[config.mk]
export PLATFORM = sky130hd
export DESIGN_NAME = iox_core
export DESIGN_NICKNAME = d
export VERILOG_FILES = /design/src/include/iox_pkg.sv /design/src/core/iox_core.sv
export VERILOG_INCLUDE_DIRS = /design/src /design/src/include
export SDC_FILE = /design/constraint.sdc
export NUM_CORES = 1
export LEC_CHECK = 0
export BUFFER_PORTS_ARGS = -buffer_cell sky130_fd_sc_hd__buf_2
export CAP_MARGIN = 20
export CORE_MARGIN = 5
export CORE_UTILIZATION = 55
export DETAILED_ROUTE_END_ITERATION = 8
export PLACE_DENSITY = 0.78
export SLEW_MARGIN = 5
export SYNTH_ARGS = -nofsm -noshare
export SYNTH_HDL_FRONTEND = slang
export SYNTH_SLANG_ARGS = --single-unit
export TNS_END_PERCENT = 50
[constraint.sdc]
create_clock -name pclk -period 2.6 [get_ports pclk]
set_input_delay 0.13 -clock pclk [delete_from_list [all_inputs] [get_ports pclk]]
set_output_delay 0.13 -clock pclk [all_outputs]
set_load 0.05 [all_outputs]
[src/include/iox_defines.svh]
// Offsets, field positions, reset values and timing counts of the I/O expander.
`ifndef IOX_DEFINES_SVH
`define IOX_DEFINES_SVH
// ==========================================================================
// APB register offsets (byte addresses).
`define IOX_OFF_STAT  12'h000
`define IOX_OFF_MASK  12'h004
`define IOX_OFF_PORT  12'h008
`define IOX_OFF_CFG   12'h00C
// ==========================================================================
// Status and mask bit positions.
`define IOX_ST_CHG0   0
`define IOX_ST_CHG1   1
`define IOX_ST_WR     2
`define IOX_ST_W      3
// ==========================================================================
// Serial command kinds, taken from command bits 2:1; bit 0 picks the bank.
`define IOX_CMD_IN    2'h0
`define IOX_CMD_OUT   2'h1
`define IOX_CMD_POL   2'h2
`define IOX_CMD_CFG   2'h3
// ==========================================================================
// Reset values; a set direction bit means input.
`define IOX_CFG_RST   16'hFFFF
`define IOX_OUT_RST   16'hFFFF
`define IOX_POL_RST   16'h0000
// Slave address with bit 0 replaced by the address-select pin.
`define IOX_SLV_BASE  7'h20
// ==========================================================================
// Timing: system clock and fastest serial clock, in hertz.
`define IOX_CLK_HZ    200000000
`define IOX_SCL_HZ    400000
`define IOX_SCL_CYC   (`IOX_CLK_HZ / `IOX_SCL_HZ)
`endif

[src/include/iox_pkg.sv]
// Types shared by the I/O expander design.
package iox_pkg;
   // Sixteen pins as two 8-bit banks.
   typedef struct packed {
      logic [7:0] bank1;
      logic [7:0] bank0;
   } iox_port_t;
   // Serial slave states.
   typedef enum logic [2:0] {S_IDLE, S_RX, S_RXACK, S_TX, S_TXACK} iox_state_t;
   // Meaning of the byte being received.
   typedef enum logic [1:0] {K_ADDR, K_CMD, K_DATA} iox_kind_t;
endpackage

[src/core/iox_core.sv]
// Sixteen-bit I/O expander: serial slave, port registers, change alert, APB.
`include "iox_defines.svh"
`timescale 1ns/1ps
`default_nettype none
module iox_core (
   // Clock and reset.
   input  wire logic              pclk,
   input  wire logic              presetn,
   // APB slave.
   input  wire logic [11:0]       paddr,
   input  wire logic              psel,
   input  wire logic              penable,
   input  wire logic              pwrite,
   input  wire logic [31:0]       pwdata,
   output logic      [31:0]       prdata,
   output logic                   pready,
   output logic                   pslverr,
   // Serial link, open drain.
   input  wire logic              scl_i,
   input  wire logic              sda_i,
   output logic                   sda_o,
   output logic                   sda_oe,
   // Port pins and straps.
   input  wire iox_pkg::iox_port_t gpio_i,
   output iox_pkg::iox_port_t     gpio_o,
   output iox_pkg::iox_port_t     gpio_oe,
   input  wire logic              rst_pin_n,
   input  wire logic              addr_sel,
   // Change alert, open drain, and interrupt.
   output logic                   alert_o,
   output logic                   alert_oe,
   output logic                   irq
);
   import iox_pkg::*;

   // ==========================================================================
   // Input synchronisers
   logic [19:0] meta;
   logic [19:0] sync;
   logic        scl_d;
   logic        sda_d;
   logic        scl_s;
   logic        sda_s;
   logic        rst_s;
   logic        adr_s;
   iox_port_t   pin_s;

   // Every outside level passes two flops; only the second is read.
   always_ff @(posedge pclk or negedge presetn) begin
      if (!presetn) begin
         meta <= 20'hFFFFF;
         sync <= 20'hFFFFF;
      end else begin
         meta <= {scl_i, sda_i, rst_pin_n, addr_sel, gpio_i};
         sync <= meta;
      end
   end

   assign scl_s = sync[19];
   assign sda_s = sync[18];
   assign rst_s = sync[17];
   assign adr_s = sync[16];
   assign pin_s = iox_port_t'(sync[15:0]);

   // Delayed copies for edge detection on the synchronised link.
   always_ff @(posedge pclk or negedge presetn) begin
      if (!presetn) begin
         scl_d <= 1'b1;
         sda_d <= 1'b1;
      end else begin
         scl_d <= scl_s;
         sda_d <= sda_s;
      end
   end

   logic scl_rise;
   logic scl_fall;
   logic start;
   logic stop;
   logic [6:0] slv_addr;
   // Base address held in a sized constant so that bits 6:1 of it can be selected.
   localparam logic [6:0] SLV_BASE = `IOX_SLV_BASE;

   // At 200 MHz a 400 kHz clock gives 500 samples per period, ample margin.
   assign scl_rise = scl_s & ~scl_d;
   assign scl_fall = ~scl_s & scl_d;
   assign start    = scl_s & scl_d & sda_d & ~sda_s;
   assign stop     = scl_s & scl_d & ~sda_d & sda_s;
   assign slv_addr = {SLV_BASE[6:1], adr_s};

   // ==========================================================================
   // Port registers
   iox_port_t out_reg;
   iox_port_t pol;
   iox_port_t cfg;
   iox_port_t in_view;
   iox_port_t snap;

   // Read value of the input register.
   assign in_view = pin_s ^ pol;

   // Picks one bank of a register.
   function automatic logic [7:0] pick(input logic b, input iox_port_t w);
      pick = b ? w.bank1 : w.bank0;
   endfunction

   // ==========================================================================
   // Serial slave
   iox_state_t st;
   iox_kind_t  kind;
   logic [3:0] bcnt;
   logic [7:0] sh;
   logic [2:0] ptr;
   logic       rw;
   logic       wr_en;
   logic       rd_load;
   logic [7:0] rd_byte;

   // Register selected by the command pointer.
   always_comb begin
      unique case (ptr[2:1])
         `IOX_CMD_IN:  rd_byte = pick(ptr[0], in_view);
         `IOX_CMD_OUT: rd_byte = pick(ptr[0], out_reg);
         `IOX_CMD_POL: rd_byte = pick(ptr[0], pol);
         `IOX_CMD_CFG: rd_byte = pick(ptr[0], cfg);
      endcase
   end

   // A data byte is written at the falling edge that ends its eighth bit.
   assign wr_en = (st == S_RX) && scl_fall && (bcnt == 4'h8) && (kind == K_DATA);
   // A byte is loaded for sending after an acknowledge.
   assign rd_load = scl_fall &&
                    (((st == S_RXACK) && (kind == K_ADDR) && rw) ||
                     (st == S_TXACK));

   // Bus state machine; stop, reset pin and power-on all return it to idle.
   always_ff @(posedge pclk or negedge presetn) begin
      if (!presetn) begin
         st     <= S_IDLE;
         kind   <= K_ADDR;
         bcnt   <= 4'h0;
         sh     <= 8'h00;
         ptr    <= 3'h0;
         rw     <= 1'b0;
         sda_oe <= 1'b0;
      end else if (!rst_s || stop) begin
         st     <= S_IDLE;
         sda_oe <= 1'b0;
      end else if (start) begin
         st     <= S_RX;
         kind   <= K_ADDR;
         bcnt   <= 4'h0;
         sda_oe <= 1'b0;
      end else if (rd_load) begin
         sh     <= {rd_byte[6:0], 1'b0};
         sda_oe <= ~rd_byte[7];
         bcnt   <= 4'h1;
         ptr[0] <= ~ptr[0];
         st     <= S_TX;
      end else begin
         unique case (st)
            S_IDLE: begin
            end
            S_RX: begin
               if (scl_rise) begin
                  sh   <= {sh[6:0], sda_s};
                  bcnt <= bcnt + 4'h1;
               end else if (scl_fall && (bcnt == 4'h8)) begin
                  if ((kind == K_ADDR) && (sh[7:1] != slv_addr)) begin
                     st <= S_IDLE;
                  end else begin
                     sda_oe <= 1'b1;
                     st     <= S_RXACK;
                  end
                  if (kind == K_ADDR) begin
                     rw <= sh[0];
                  end
                  if (kind == K_CMD) begin
                     ptr <= sh[2:0];
                  end
                  if (kind == K_DATA) begin
                     ptr[0] <= ~ptr[0];
                  end
               end
            end
            S_RXACK: begin
               if (scl_fall) begin
                  sda_oe <= 1'b0;
                  bcnt   <= 4'h0;
                  st     <= S_RX;
                  kind   <= (kind == K_ADDR) ? K_CMD : K_DATA;
               end
            end
            S_TX: begin
               if (scl_fall) begin
                  if (bcnt == 4'h8) begin
                     sda_oe <= 1'b0;
                     st     <= S_TXACK;
                  end else begin
                     sda_oe <= ~sh[7];
                     sh     <= {sh[6:0], 1'b0};
                     bcnt   <= bcnt + 4'h1;
                  end
               end
            end
            S_TXACK: begin
               // A not-acknowledge ends the read before the next falling edge.
               if (scl_rise && sda_s) begin
                  st <= S_IDLE;
               end
            end
         endcase
      end
   end

   // Open drain: the line is only ever pulled low.
   assign sda_o = 1'b0;

   // ==========================================================================
   // Register writes; the input register itself is read-only.
   always_ff @(posedge pclk or negedge presetn) begin
      if (!presetn) begin
         out_reg <= `IOX_OUT_RST;
         pol     <= `IOX_POL_RST;
         cfg     <= `IOX_CFG_RST;
      end else if (!rst_s) begin
         out_reg <= `IOX_OUT_RST;
         pol     <= `IOX_POL_RST;
         cfg     <= `IOX_CFG_RST;
      end else if (wr_en) begin
         unique case ({ptr[2:1], ptr[0]})
            {`IOX_CMD_OUT, 1'b0}: out_reg.bank0 <= sh;
            {`IOX_CMD_OUT, 1'b1}: out_reg.bank1 <= sh;
            {`IOX_CMD_POL, 1'b0}: pol.bank0 <= sh;
            {`IOX_CMD_POL, 1'b1}: pol.bank1 <= sh;
            {`IOX_CMD_CFG, 1'b0}: cfg.bank0 <= sh;
            {`IOX_CMD_CFG, 1'b1}: cfg.bank1 <= sh;
            default: begin
            end
         endcase
      end
   end

   // Outputs drive the latched value; the enable follows direction.
   assign gpio_o = out_reg;
   always_ff @(posedge pclk or negedge presetn) begin
      if (!presetn) begin
         gpio_oe <= 16'h0000;
      end else begin
         gpio_oe <= ~cfg;
      end
   end

   // ==========================================================================
   // Change detection against the stored input state.
   logic [1:0] prime_cnt;
   iox_port_t  diff;

   // The snapshot waits until the synchronisers carry real pin levels, so that
   // their reset value never counts as a change; a bank read retakes it.
   always_ff @(posedge pclk or negedge presetn) begin
      if (!presetn) begin
         prime_cnt <= 2'h0;
         snap      <= 16'h0000;
      end else if (prime_cnt != 2'h3) begin
         prime_cnt <= prime_cnt + 2'h1;
         snap      <= pin_s;
      end else if (!rst_s) begin
         snap <= pin_s;
      end else if (rd_load && (ptr[2:1] == `IOX_CMD_IN)) begin
         if (ptr[0]) begin
            snap.bank1 <= pin_s.bank1;
         end else begin
            snap.bank0 <= pin_s.bank0;
         end
      end
   end

   // Only pins set as inputs can raise the alert.
   assign diff = (pin_s ^ snap) & cfg & {16{prime_cnt == 2'h3}};

   always_ff @(posedge pclk or negedge presetn) begin
      if (!presetn) begin
         alert_oe <= 1'b0;
      end else begin
         alert_oe <= |diff;
      end
   end
   assign alert_o = 1'b0;

   // ==========================================================================
   // APB slave, answering in the first access cycle.
   logic [`IOX_ST_W-1:0] stat;
   logic [`IOX_ST_W-1:0] mask;
   logic [`IOX_ST_W-1:0] ev;
   logic                 wr_acc;

   assign wr_acc = psel & penable & pready & pwrite & ~pslverr;

   always_ff @(posedge pclk or negedge presetn) begin
      if (!presetn) begin
         pready  <= 1'b0;
         pslverr <= 1'b0;
         prdata  <= 32'h00000000;
      end else begin
         pready <= psel & ~penable;
         if (psel && !penable) begin
            pslverr <= 1'b0;
            prdata  <= 32'h00000000;
            case (paddr)
               `IOX_OFF_STAT: prdata <= {29'h0, stat};
               `IOX_OFF_MASK: prdata <= {29'h0, mask};
               `IOX_OFF_PORT: prdata <= {in_view, out_reg};
               `IOX_OFF_CFG:  prdata <= {pol, cfg};
               default:       pslverr <= 1'b1;
            endcase
         end
      end
   end

   // Mask register.
   always_ff @(posedge pclk or negedge presetn) begin
      if (!presetn) begin
         mask <= 3'h0;
      end else if (wr_acc && (paddr == `IOX_OFF_MASK)) begin
         mask <= pwdata[`IOX_ST_W-1:0];
      end
   end

   // Sticky status; a set in the cycle of a write-one clear wins.
   assign ev = {wr_en, |diff.bank1, |diff.bank0};
   always_ff @(posedge pclk or negedge presetn) begin
      if (!presetn) begin
         stat <= 3'h0;
      end else if (wr_acc && (paddr == `IOX_OFF_STAT)) begin
         stat <= (stat & ~pwdata[`IOX_ST_W-1:0]) | ev;
      end else begin
         stat <= stat | ev;
      end
   end

   always_ff @(posedge pclk or negedge presetn) begin
      if (!presetn) begin
         irq <= 1'b0;
      end else begin
         irq <= |(stat & mask);
      end
   end
endmodule
`default_nettype wire

; Yosys cells after proc, flatten, opt, wreduce, memory -nomap -nowiden
; Cells that the tools add are included.
[op_classes]
add_sub_neg = 2
reduce_logical = 50
bitwise_logic = 35
mux = 69
n_eq_ne = 48
[ops]
columns = op, count
row1 = $mux W16, 9
row2 = $mux W8, 16
row3 = $pmux W32 S4, 1
row4 = $and A16 B16 Y16, 2
row5 = $pmux W8 S4, 1
row6 = $xor A16 B16 Y16, 2
row7 = $mux W3, 10
row8 = $eq A12 B4 Y1 const B, 2
row9 = $mux W4, 6
row10 = $reduce_and A6 Y1, 4
row11 = $reduce_and A7 Y1, 3
row12 = $mux W1, 16
row13 = $ne A2 B1 Y1 const B, 8
row14 = $ne A4 B4 Y1 const B, 4
row15 = $not A16 Y16, 1
row16 = $pmux W8 S2, 1
row17 = $reduce_and A2 Y1, 8
row18 = $reduce_or A16 Y1, 1
row19 = $reduce_or A8 Y1, 2
row20 = $eq A3 B3 Y1 const B, 5
row21 = $ne A5 B5 Y1 const B, 3
row22 = $logic_and A1 B1 Y1, 13
row23 = $not A1 Y1, 13
row24 = $and A1 B1 Y1, 12
row25 = 34 further kinds, 61
[totals]
elab_cells = 234
out_inout_bits = 71
reg_bits = 188
in_bits = 69

; Logic depth before layout (Yosys ltp)
; Gate-level depths: netlist of run 1.
[logic_depth]
depth_word = 9
depth_mapped = 8
mapped_depth_nobuf = 7

; Worst setup path after synthesis of run 1
; Ideal clock, no wire load.
[synth_path]
kind = register to register
startpoint = register scl_d
endpoint = register snap[0] in the netlist's numbering
t_arrival_ps = 2084
period_less_slack_ps = 2208
path_stages_with_launch = 9
setup_time_ps = 125
path_buffers = 3
required_time_ps = 2475
setup_slack_ps = 392
path_cell_list = dfstp_2 > nand2b_1 > buf_2 > or2_2 > clkbuf_1 > nor2_2 > a31o_2 > buf_2 > mux2_2
[synth_between]
elab_chain_cells = 5
[synth_lines]
columns = element, line
row1 = start: declaration, iox_core.sv:40  ; logic scl_d;
row2 = start signal: assignment, iox_core.sv:71  ; scl_d <= scl_s;
row3 = $and A1 B1 Y1, iox_core.sv:86  ; assign scl_fall = ~scl_s & scl_d;
row4 = $logic_and A1 B1 Y1, iox_core.sv:132  ; assign rd_load = scl_fall &&
row5 = $logic_and A1 B1 Y1, iox_core.sv:270  ; end else if (rd_load && (ptr[2:1] == `IOX_CMD_IN)) begin
row6 = $ne A3 B1 Y1 (no line), -
row7 = $reduce_and A2 Y1 (no line), -
row8 = end signal: assignment, iox_core.sv:267  ; snap <= pin_s;
row9 = end signal: assignment, iox_core.sv:269  ; snap <= pin_s;
row10 = end: declaration, iox_core.sv:97  ; iox_port_t snap;
; Every way passes these cells.
; A chain may end at the register's enable or synchronous reset.

; Worst setup path in the final report of run 1
[layout_path]
startpoint = input psel
endpoint = register prdata[25]
[layout_between]
elab_chain_cells = 1
[layout_lines]
columns = element, line
row1 = start: declaration, iox_core.sv:11  ; input wire logic psel,
row2 = $logic_and A1 B1 Y1, iox_core.sv:307  ; if (psel && !penable) begin
row3 = end signal: assignment, iox_core.sv:311  ; `IOX_OFF_STAT: prdata <= {29'h0, stat};
row4 = end signal: assignment, iox_core.sv:312  ; `IOX_OFF_MASK: prdata <= {29'h0, mask};
row5 = end signal: assignment, iox_core.sv:313  ; `IOX_OFF_PORT: prdata <= {in_view, out_reg};
row6 = end: declaration, iox_core.sv:15  ; output logic [31:0] prdata,
; Every way passes these cells.

==> results of run 1 <==
==> cells in the mapped netlist, drive strengths merged (3+ instances only) <==
library cell	count	share of area [%]
mux2i	44	5.1
o211ai	21	1.9
nand2	97	4.2
a31o	3	0.31
nor4	6	0.61
a22o	21	2.1
a31oi	10	0.90
nor2b	26	1.9
o31a	3	0.31
mux2	35	4.6
dfrtp	114	33
nand4	7	0.51
xor2	7	0.71
a21o	3	0.26
nand3b	3	0.26
and2	3	0.22
a22oi	3	0.26
nor2	13	0.60
buf	13	0.84
a221o	3	0.35
xnor2	45	4.6
o21ai	42	2.4
ha	3	0.44
o2bb2ai	6	0.61
dfstp	74	23
o22ai	10	0.73
nor3	3	0.17
inv	28	1.2
a21oi	16	0.93
mux4	4	1.0
clkbuf	30	1.3
nand3	12	0.70
nand2b	8	0.58
==> critical path, stage by stage <==
cell and delay, ns:
dlygate4sd3_1 0.53, buf_2 0.13, nand2b_1 0.08, dlygate4sd3_1 0.56, inv_1 0.06, nand2_1 0.06
or2_1 0.78, o21ai_0 0.24
==> worst min path at each step <==
| stage | slack, ns | startpoint | cells after the start | to |
|---|---|---|---|---|
| floorplan | -0.17 | presetn | 0 | alert_oe |
| global placement | 0.11 | presetn | 1 | prdata[31] |
| detailed placement | 0.11 | presetn | 1 | prdata[26] |
| CTS | 0.001 | paddr[0] | 4 | prdata[2] |
| global route | 0.04 | paddr[0] | 4 | prdata[1] |
| finish | 0.008 | paddr[0] | 4 | prdata[2] |
==> power breakdown <==
| part | internal, mW | switching [mW] |
|---|---|---|
| logic | 0.445 | 0.616 |
| clock network | 1.32 | 1.18 |
| registers | 3.09 | 0.156 |
| total | 4.85 | 1.96 |
==> per-layer routing <==
metal / part of all wire (%) / vias to the layer above / global-route usage, %
li1: - / 2959 / -
met1: 40 / 3331 / 34.30
met2: 52 / 223 / 45.86
met3: 5.5 / 45 / 4.844
met4: 2.2 / 0 / 8.455
met5: 0 / - / 0
==> layout make-up <==
| class | instances | area share, % |
|---|---|---|
| clock buffers | 18 | 4.347 |
| clock inverters | 14 | 1.183 |
| inverters | 29 | 1.051 |
| multi-input cells | 492 | 33.86 |
| flip-flops and latches | 188 | 46.30 |
| well taps | 211 | 2.548 |
| repair buffers | 171 | 10.71 |
==> sequential cells by signal, indices dropped and copies added (netlist names), 2 cells and up <==
signal and flops:
ptr 3, gpio_o 16, bcnt 4, pol 16, prdata 32, prime_cnt 2, meta 20, cfg 16
sh 8, st 3, snap 16, stat 3, gpio_oe 16, mask 3, kind 2, sync 20
==> cells in the final DEF (no fill, tap or decap), types with 28 or more instances in the layout <==
master,n
o21ai_0,41
inv_1,28
xnor2_1,45
buf_4,35
mux2i_1,44
buf_2,107
dfstp_2,74
dfrtp_1,114
nand2_1,97
mux2_2,35
==> kinds of logic after synthesis <==
group,after synthesis,share of synthesized area [%]
adders and majority gates,3,0.4367
buffers and inverters,72,3.421
xor gates and xnor gates,52,5.298
other,1,0.04363
AOI/OAI and AO/OA,161,13.25
muxes,83,10.76
DFF,188,55.81
and+or+nand+nor,191,10.99
==> repair_timing <==
action                                  CTS  global route
endpoints found under the hold margin    59             0
hold buffers                             26             0
endpoints found under the setup margin    0             0
resized for setup                         0             0
==> out/qor.csv, run 1 <==
stage;metric;value;unit
global_route;grtUsageTotal;26.61;%
detailed_routing;totalWireLength;23210;um
layout;regArea;4797;um2
pwr;vdd_drop_max;512.5;uV
placed_design;hpwl;16490;um
layout;nets;971;
detailed_routing;first_pass_iters;5;
detailed_routing;vias;6558;
global_route;grt_max_degree;69;
floorplan;die_area;18230;um2
detailed_routing;vias_per_cell;5.840;
clocking;clock-root-buffer;clkbuf_16;
layout;instances_no_fill;1123;
sta;drv_slew;0;
clocking;clock_path_buffers;2;
run_status;outcome;finished clean;
critical_path;critPathArrivalTime;2.57;ns
critical_path;critPathLaunchType;input port;
sta;fmax;0.4326;GHz
yosys;synth-seq-cells;188;
placed_design;gp_congestion;0.9704;
layout;fillers;1118;
critical_path;path_max_fanout;29;
clocking;htreeDepth;4;
clocking;insertion_delay;0.43;ns
critical_path;path_class;input port to register;
yosys;avgSynthCellArea;11.45;um2
layout;diodes;0;
sta;worst_slew_pin_slew;1.035;ns
yosys;synth_enable_flop_cells;0;
sta;period_minus_slack;2.311;ns
placed_design;port_buffers;108;
clocking;cts_buffers;17;
detailed_routing;drt.antenna.violating_nets;0;
clocking;cts_sinks;188;
global_route;first_global_vias;6805;
yosys;synth_cell_types;69;
floorplan;ios;140;
sta;finalWorstSetupSlack;0.2886;ns
yosys;synth-main-ff-cell;dfrtp_1;
detailed_routing;routedWlPerCell;20.67;um
sta;fin_crit_sh;88.90;%
yosys;async_flop_share;100.0;%
clocking;cts_tree;done;
sta;finalSetupViolCount;0;
floorplan;rows;45;
yosys;synth_cells;751;
layout;postLayoutCellArea;10360;um2
critical_path;timing.rr.start;bcnt[0];
critical_path;crit_required;2.86;ns
sta;clock-skew-final;0.008158;ns
yosys;yosysSeqAreaShare;55.81;%
critical_path;cp-endpoint;prdata[25];
global_route;antenna_found_initial;0;
sta;rsz0062_at_grt;no;
pwr;p_total;6.803;mW
sta;slew_headroom;31.03;%
critical_path;r2r_cells;8;
layout;areaGrowthSynthToFinish;20.54;%
run;maxCapViolCount;0;
placed_design;dpl_cell_area;9528;um2
yosys;netlist_area;8596;um2
detailed_routing;drc;0;
sta;hold_slack;0.007553;ns
worst_hold_path;hold_class;input port to register;
layout;multiInputGateArea;3508;um2
sta;final_hold_viol_count;0;
floorplan;die_w;135.0;um
pwr;p_leak;4.844;nW
critical_path;reg2reg_slack;0.30;ns
floorplan;core-area;15260;um2
global_route;grt_pass1_wl;37400;um
critical_path;critPathCaptureType;register;
clocking;post-cts-setup-buffers;0;
clocking;path_clk_slew;0.07;ns
sta;fin_setup_tns;0;ns
floorplan;die_h;135.0;um
global_route;overflow;0;
placed_design;place_ws;0.3373;ns
floorplan;initial_core_util;56.33;%
critical_path;r2r_end;pol[8];
placed_design;dp_cells;1065;
layout;fin_util;67.90;%
layout;layout-drive-gt1-share;33.00;%
detailed_routing;dr.first_iter.drc_count;518;
pwr;p_per_area;656.6;nW/um2
critical_path;startpoint;psel;
yosys;ys_warn_count;0;
Note: power is estimated with default switching activity, not from simulation.
==> run 2: changes to the inputs <==
==> constraint.sdc (replaced) <==
create_clock -name pclk -period 2.9 [get_ports pclk]
set_input_delay 0.145 -clock pclk [delete_from_list [all_inputs] [get_ports pclk]]
set_output_delay 0.145 -clock pclk [all_outputs]
set_load 0.05 [all_outputs]
==> run 2 against run 1 <==
Compared with the run above:
- via count shrank 1.7%
- sequential power shrank 9.0%
- hold slack gained 0.00097 ns
- design area shrank 1.3%
- highest routed layer unchanged
- flip-flop and latch count is the same
- first-iteration DRC count shrank 6.6%
- largest cell class unchanged
- largest power group unchanged
- critical path type is now register to register
==> out/qor.csv, run 2 (synthesis gave the netlist of run 1 again) <==
stage;metric;value;unit
clocking;clock_path_buffers;2;
worst_hold_path;hold_class;input port to register;
worst_hold_path;hp-start;paddr[0];
clocking;cts_buffers;17;
global_route;antenna_found_initial;0;
floorplan;die_w;135.0;um
layout;regMostFlops;prdata;
sta;rsz0062_at_grt;no;
floorplan;die_h;135.0;um
placed_design;port_buffers;108;
clocking;path_clk_slew;0.07;ns
clocking;clock-root-buffer;clkbuf_16;
floorplan;die_area;18230;um2
worst_hold_path;hold_end;prdata[2];
floorplan;initial_core_util;56.33;%
placed_design;gp_congestion;0.8974;
detailed_routing;vias;6447;
sta;clock-skew-final;0.006473;ns
floorplan;rows;45;
layout;areaGrowthSynthToFinish;18.94;%
run;maxCapViolCount;0;
layout;fin_util;67.00;%
sta;fmax;0.4163;GHz
critical_path;path_class;register to register;
layout;layout-drive-gt1-share;31.89;%
sta;slew_headroom;34.85;%
layout;fillers;1141;
critical_path;critPathArrivalTime;2.71;ns
global_route;grtUsageTotal;25.78;%
critical_path;reg2reg_slack;0.50;ns
clocking;cts_tree;done;
layout;final_cell_mix;114 x dfrtp_1, 107 x buf_2, 97 x nand2_1;
layout;mostFrequentLayoutCell;dfrtp_1;
pwr;p_total;5.945;mW
pwr;p_leak;4.753;nW
sta;hold_slack;0.008523;ns
layout;regArea;4797;um2
layout;diodes;0;
layout;nets;959;
pwr;p_per_area;581.5;nW/um2
detailed_routing;totalWireLength;22810;um
sta;final_hold_viol_count;0;
sta;finalWorstSetupSlack;0.4981;ns
global_route;overflow;0;
global_route;grt_max_degree;77;
clocking;htreeDepth;4;
layout;multiInputGateArea;3508;um2
sta;drv_slew;0;
placed_design;place_ws;0.5387;ns
worst_hold_path;hold_depth;4;
layout;top_regs;prdata x32, meta x20, sync x20;
sta;fin_crit_sh;82.82;%
clocking;insertion_delay;0.43;ns
detailed_routing;drc;0;
critical_path;path_max_fanout;10;
critical_path;r2r_end;snap[5];
critical_path;critPathCaptureType;register;
detailed_routing;routedWlPerCell;20.53;um
critical_path;timing.rr.start;scl_d;
run_status;outcome;finished clean;
pwr;vdd_drop_max;415.0;uV
clocking;cts_sinks;188;
floorplan;core-area;15260;um2
sta;worst_slew_pin_slew;0.9773;ns
layout;largest_reg_flops;32;
placed_design;hpwl;16070;um
detailed_routing;drt.antenna.violating_nets;0;
sta;period_minus_slack;2.402;ns
critical_path;r2r_cells;5;
critical_path;critPathLaunchType;register;
sta;fin_setup_tns;0;ns
floorplan;ios;140;
clocking;cts_resized;0;
detailed_routing;first_pass_iters;7;
detailed_routing;vias_per_cell;5.803;
global_route;first_global_vias;6526;
critical_path;crit_required;3.21;ns
sta;finalSetupViolCount;0;
detailed_routing;dr.first_iter.drc_count;484;
global_route;grt_pass1_wl;36400;um
run 2: changes by cell type in the layout (fill, tap and decap cells not counted), sizes merged:
cell and delta:
buf -11, clkinvlp +3, dlygate4sd3 -1, clkbuf +4, inv -7
run 2: power breakdown:
part           total (mW)  internal [mW]  switching [mW]
combinational       0.871          0.365           0.507
sequential           2.95           2.77           0.180
clock                2.13           1.16           0.965
run 2: stage by stage:
stage          std cells  instance area, um2
2_1_floorplan        752                8600
3_3_place_gp        1054                9433
3_5_place_dp        1054                9433
4_1_cts             1111               10220
5_1_grt             1111               10220
6_report            1111               10220
run 2: how the worst max path moves through the flow:
stage / start / end / slack [ns] / depth (start not counted)
floorplan: scl_d / snap[0] / 0.69 / 8
global placement: bcnt[0] / st[0] / 0.61 / 6
detailed placement: scl_d / snap[5] / 0.54 / 5
CTS: scl_d / snap[5] / 0.51 / 5
global route: st[1] / snap[1] / 0.34 / 6
finish: scl_d / snap[5] / 0.50 / 5
run 2: repair_timing:
action	4_1_cts	5_1_grt
hold buffers	25	0
hold endpoints to repair	66	0
buffers inserted	0	0
run 2: critical path, stage by stage (launching register included):
cell and delay (ns):
dfstp_2 0.59, nand2b_1 0.08, or2_2 0.35, nor2_2 0.45, a31o_2 0.42, mux2_2 0.38
run 2: cell type report:
type                            count  area share (%)
Inverter                           29           1.065
Multi-Input combinational cell    492           34.32
Clock inverter                     10          0.6486
Tap cell                          211           2.582
Sequential cell                   188           46.92
Timing Repair Buffer              159           9.827
Clock buffer                       22           4.638
run 2: per-layer routing:
layer,track usage [%],routed length [um],vias to the layer above
met2,43.30,11500,266
met4,9.239,704,0
met5,0,0,-
met1,33.98,9184,3202
li1,-,-,2926
met3,4.396,1422,53
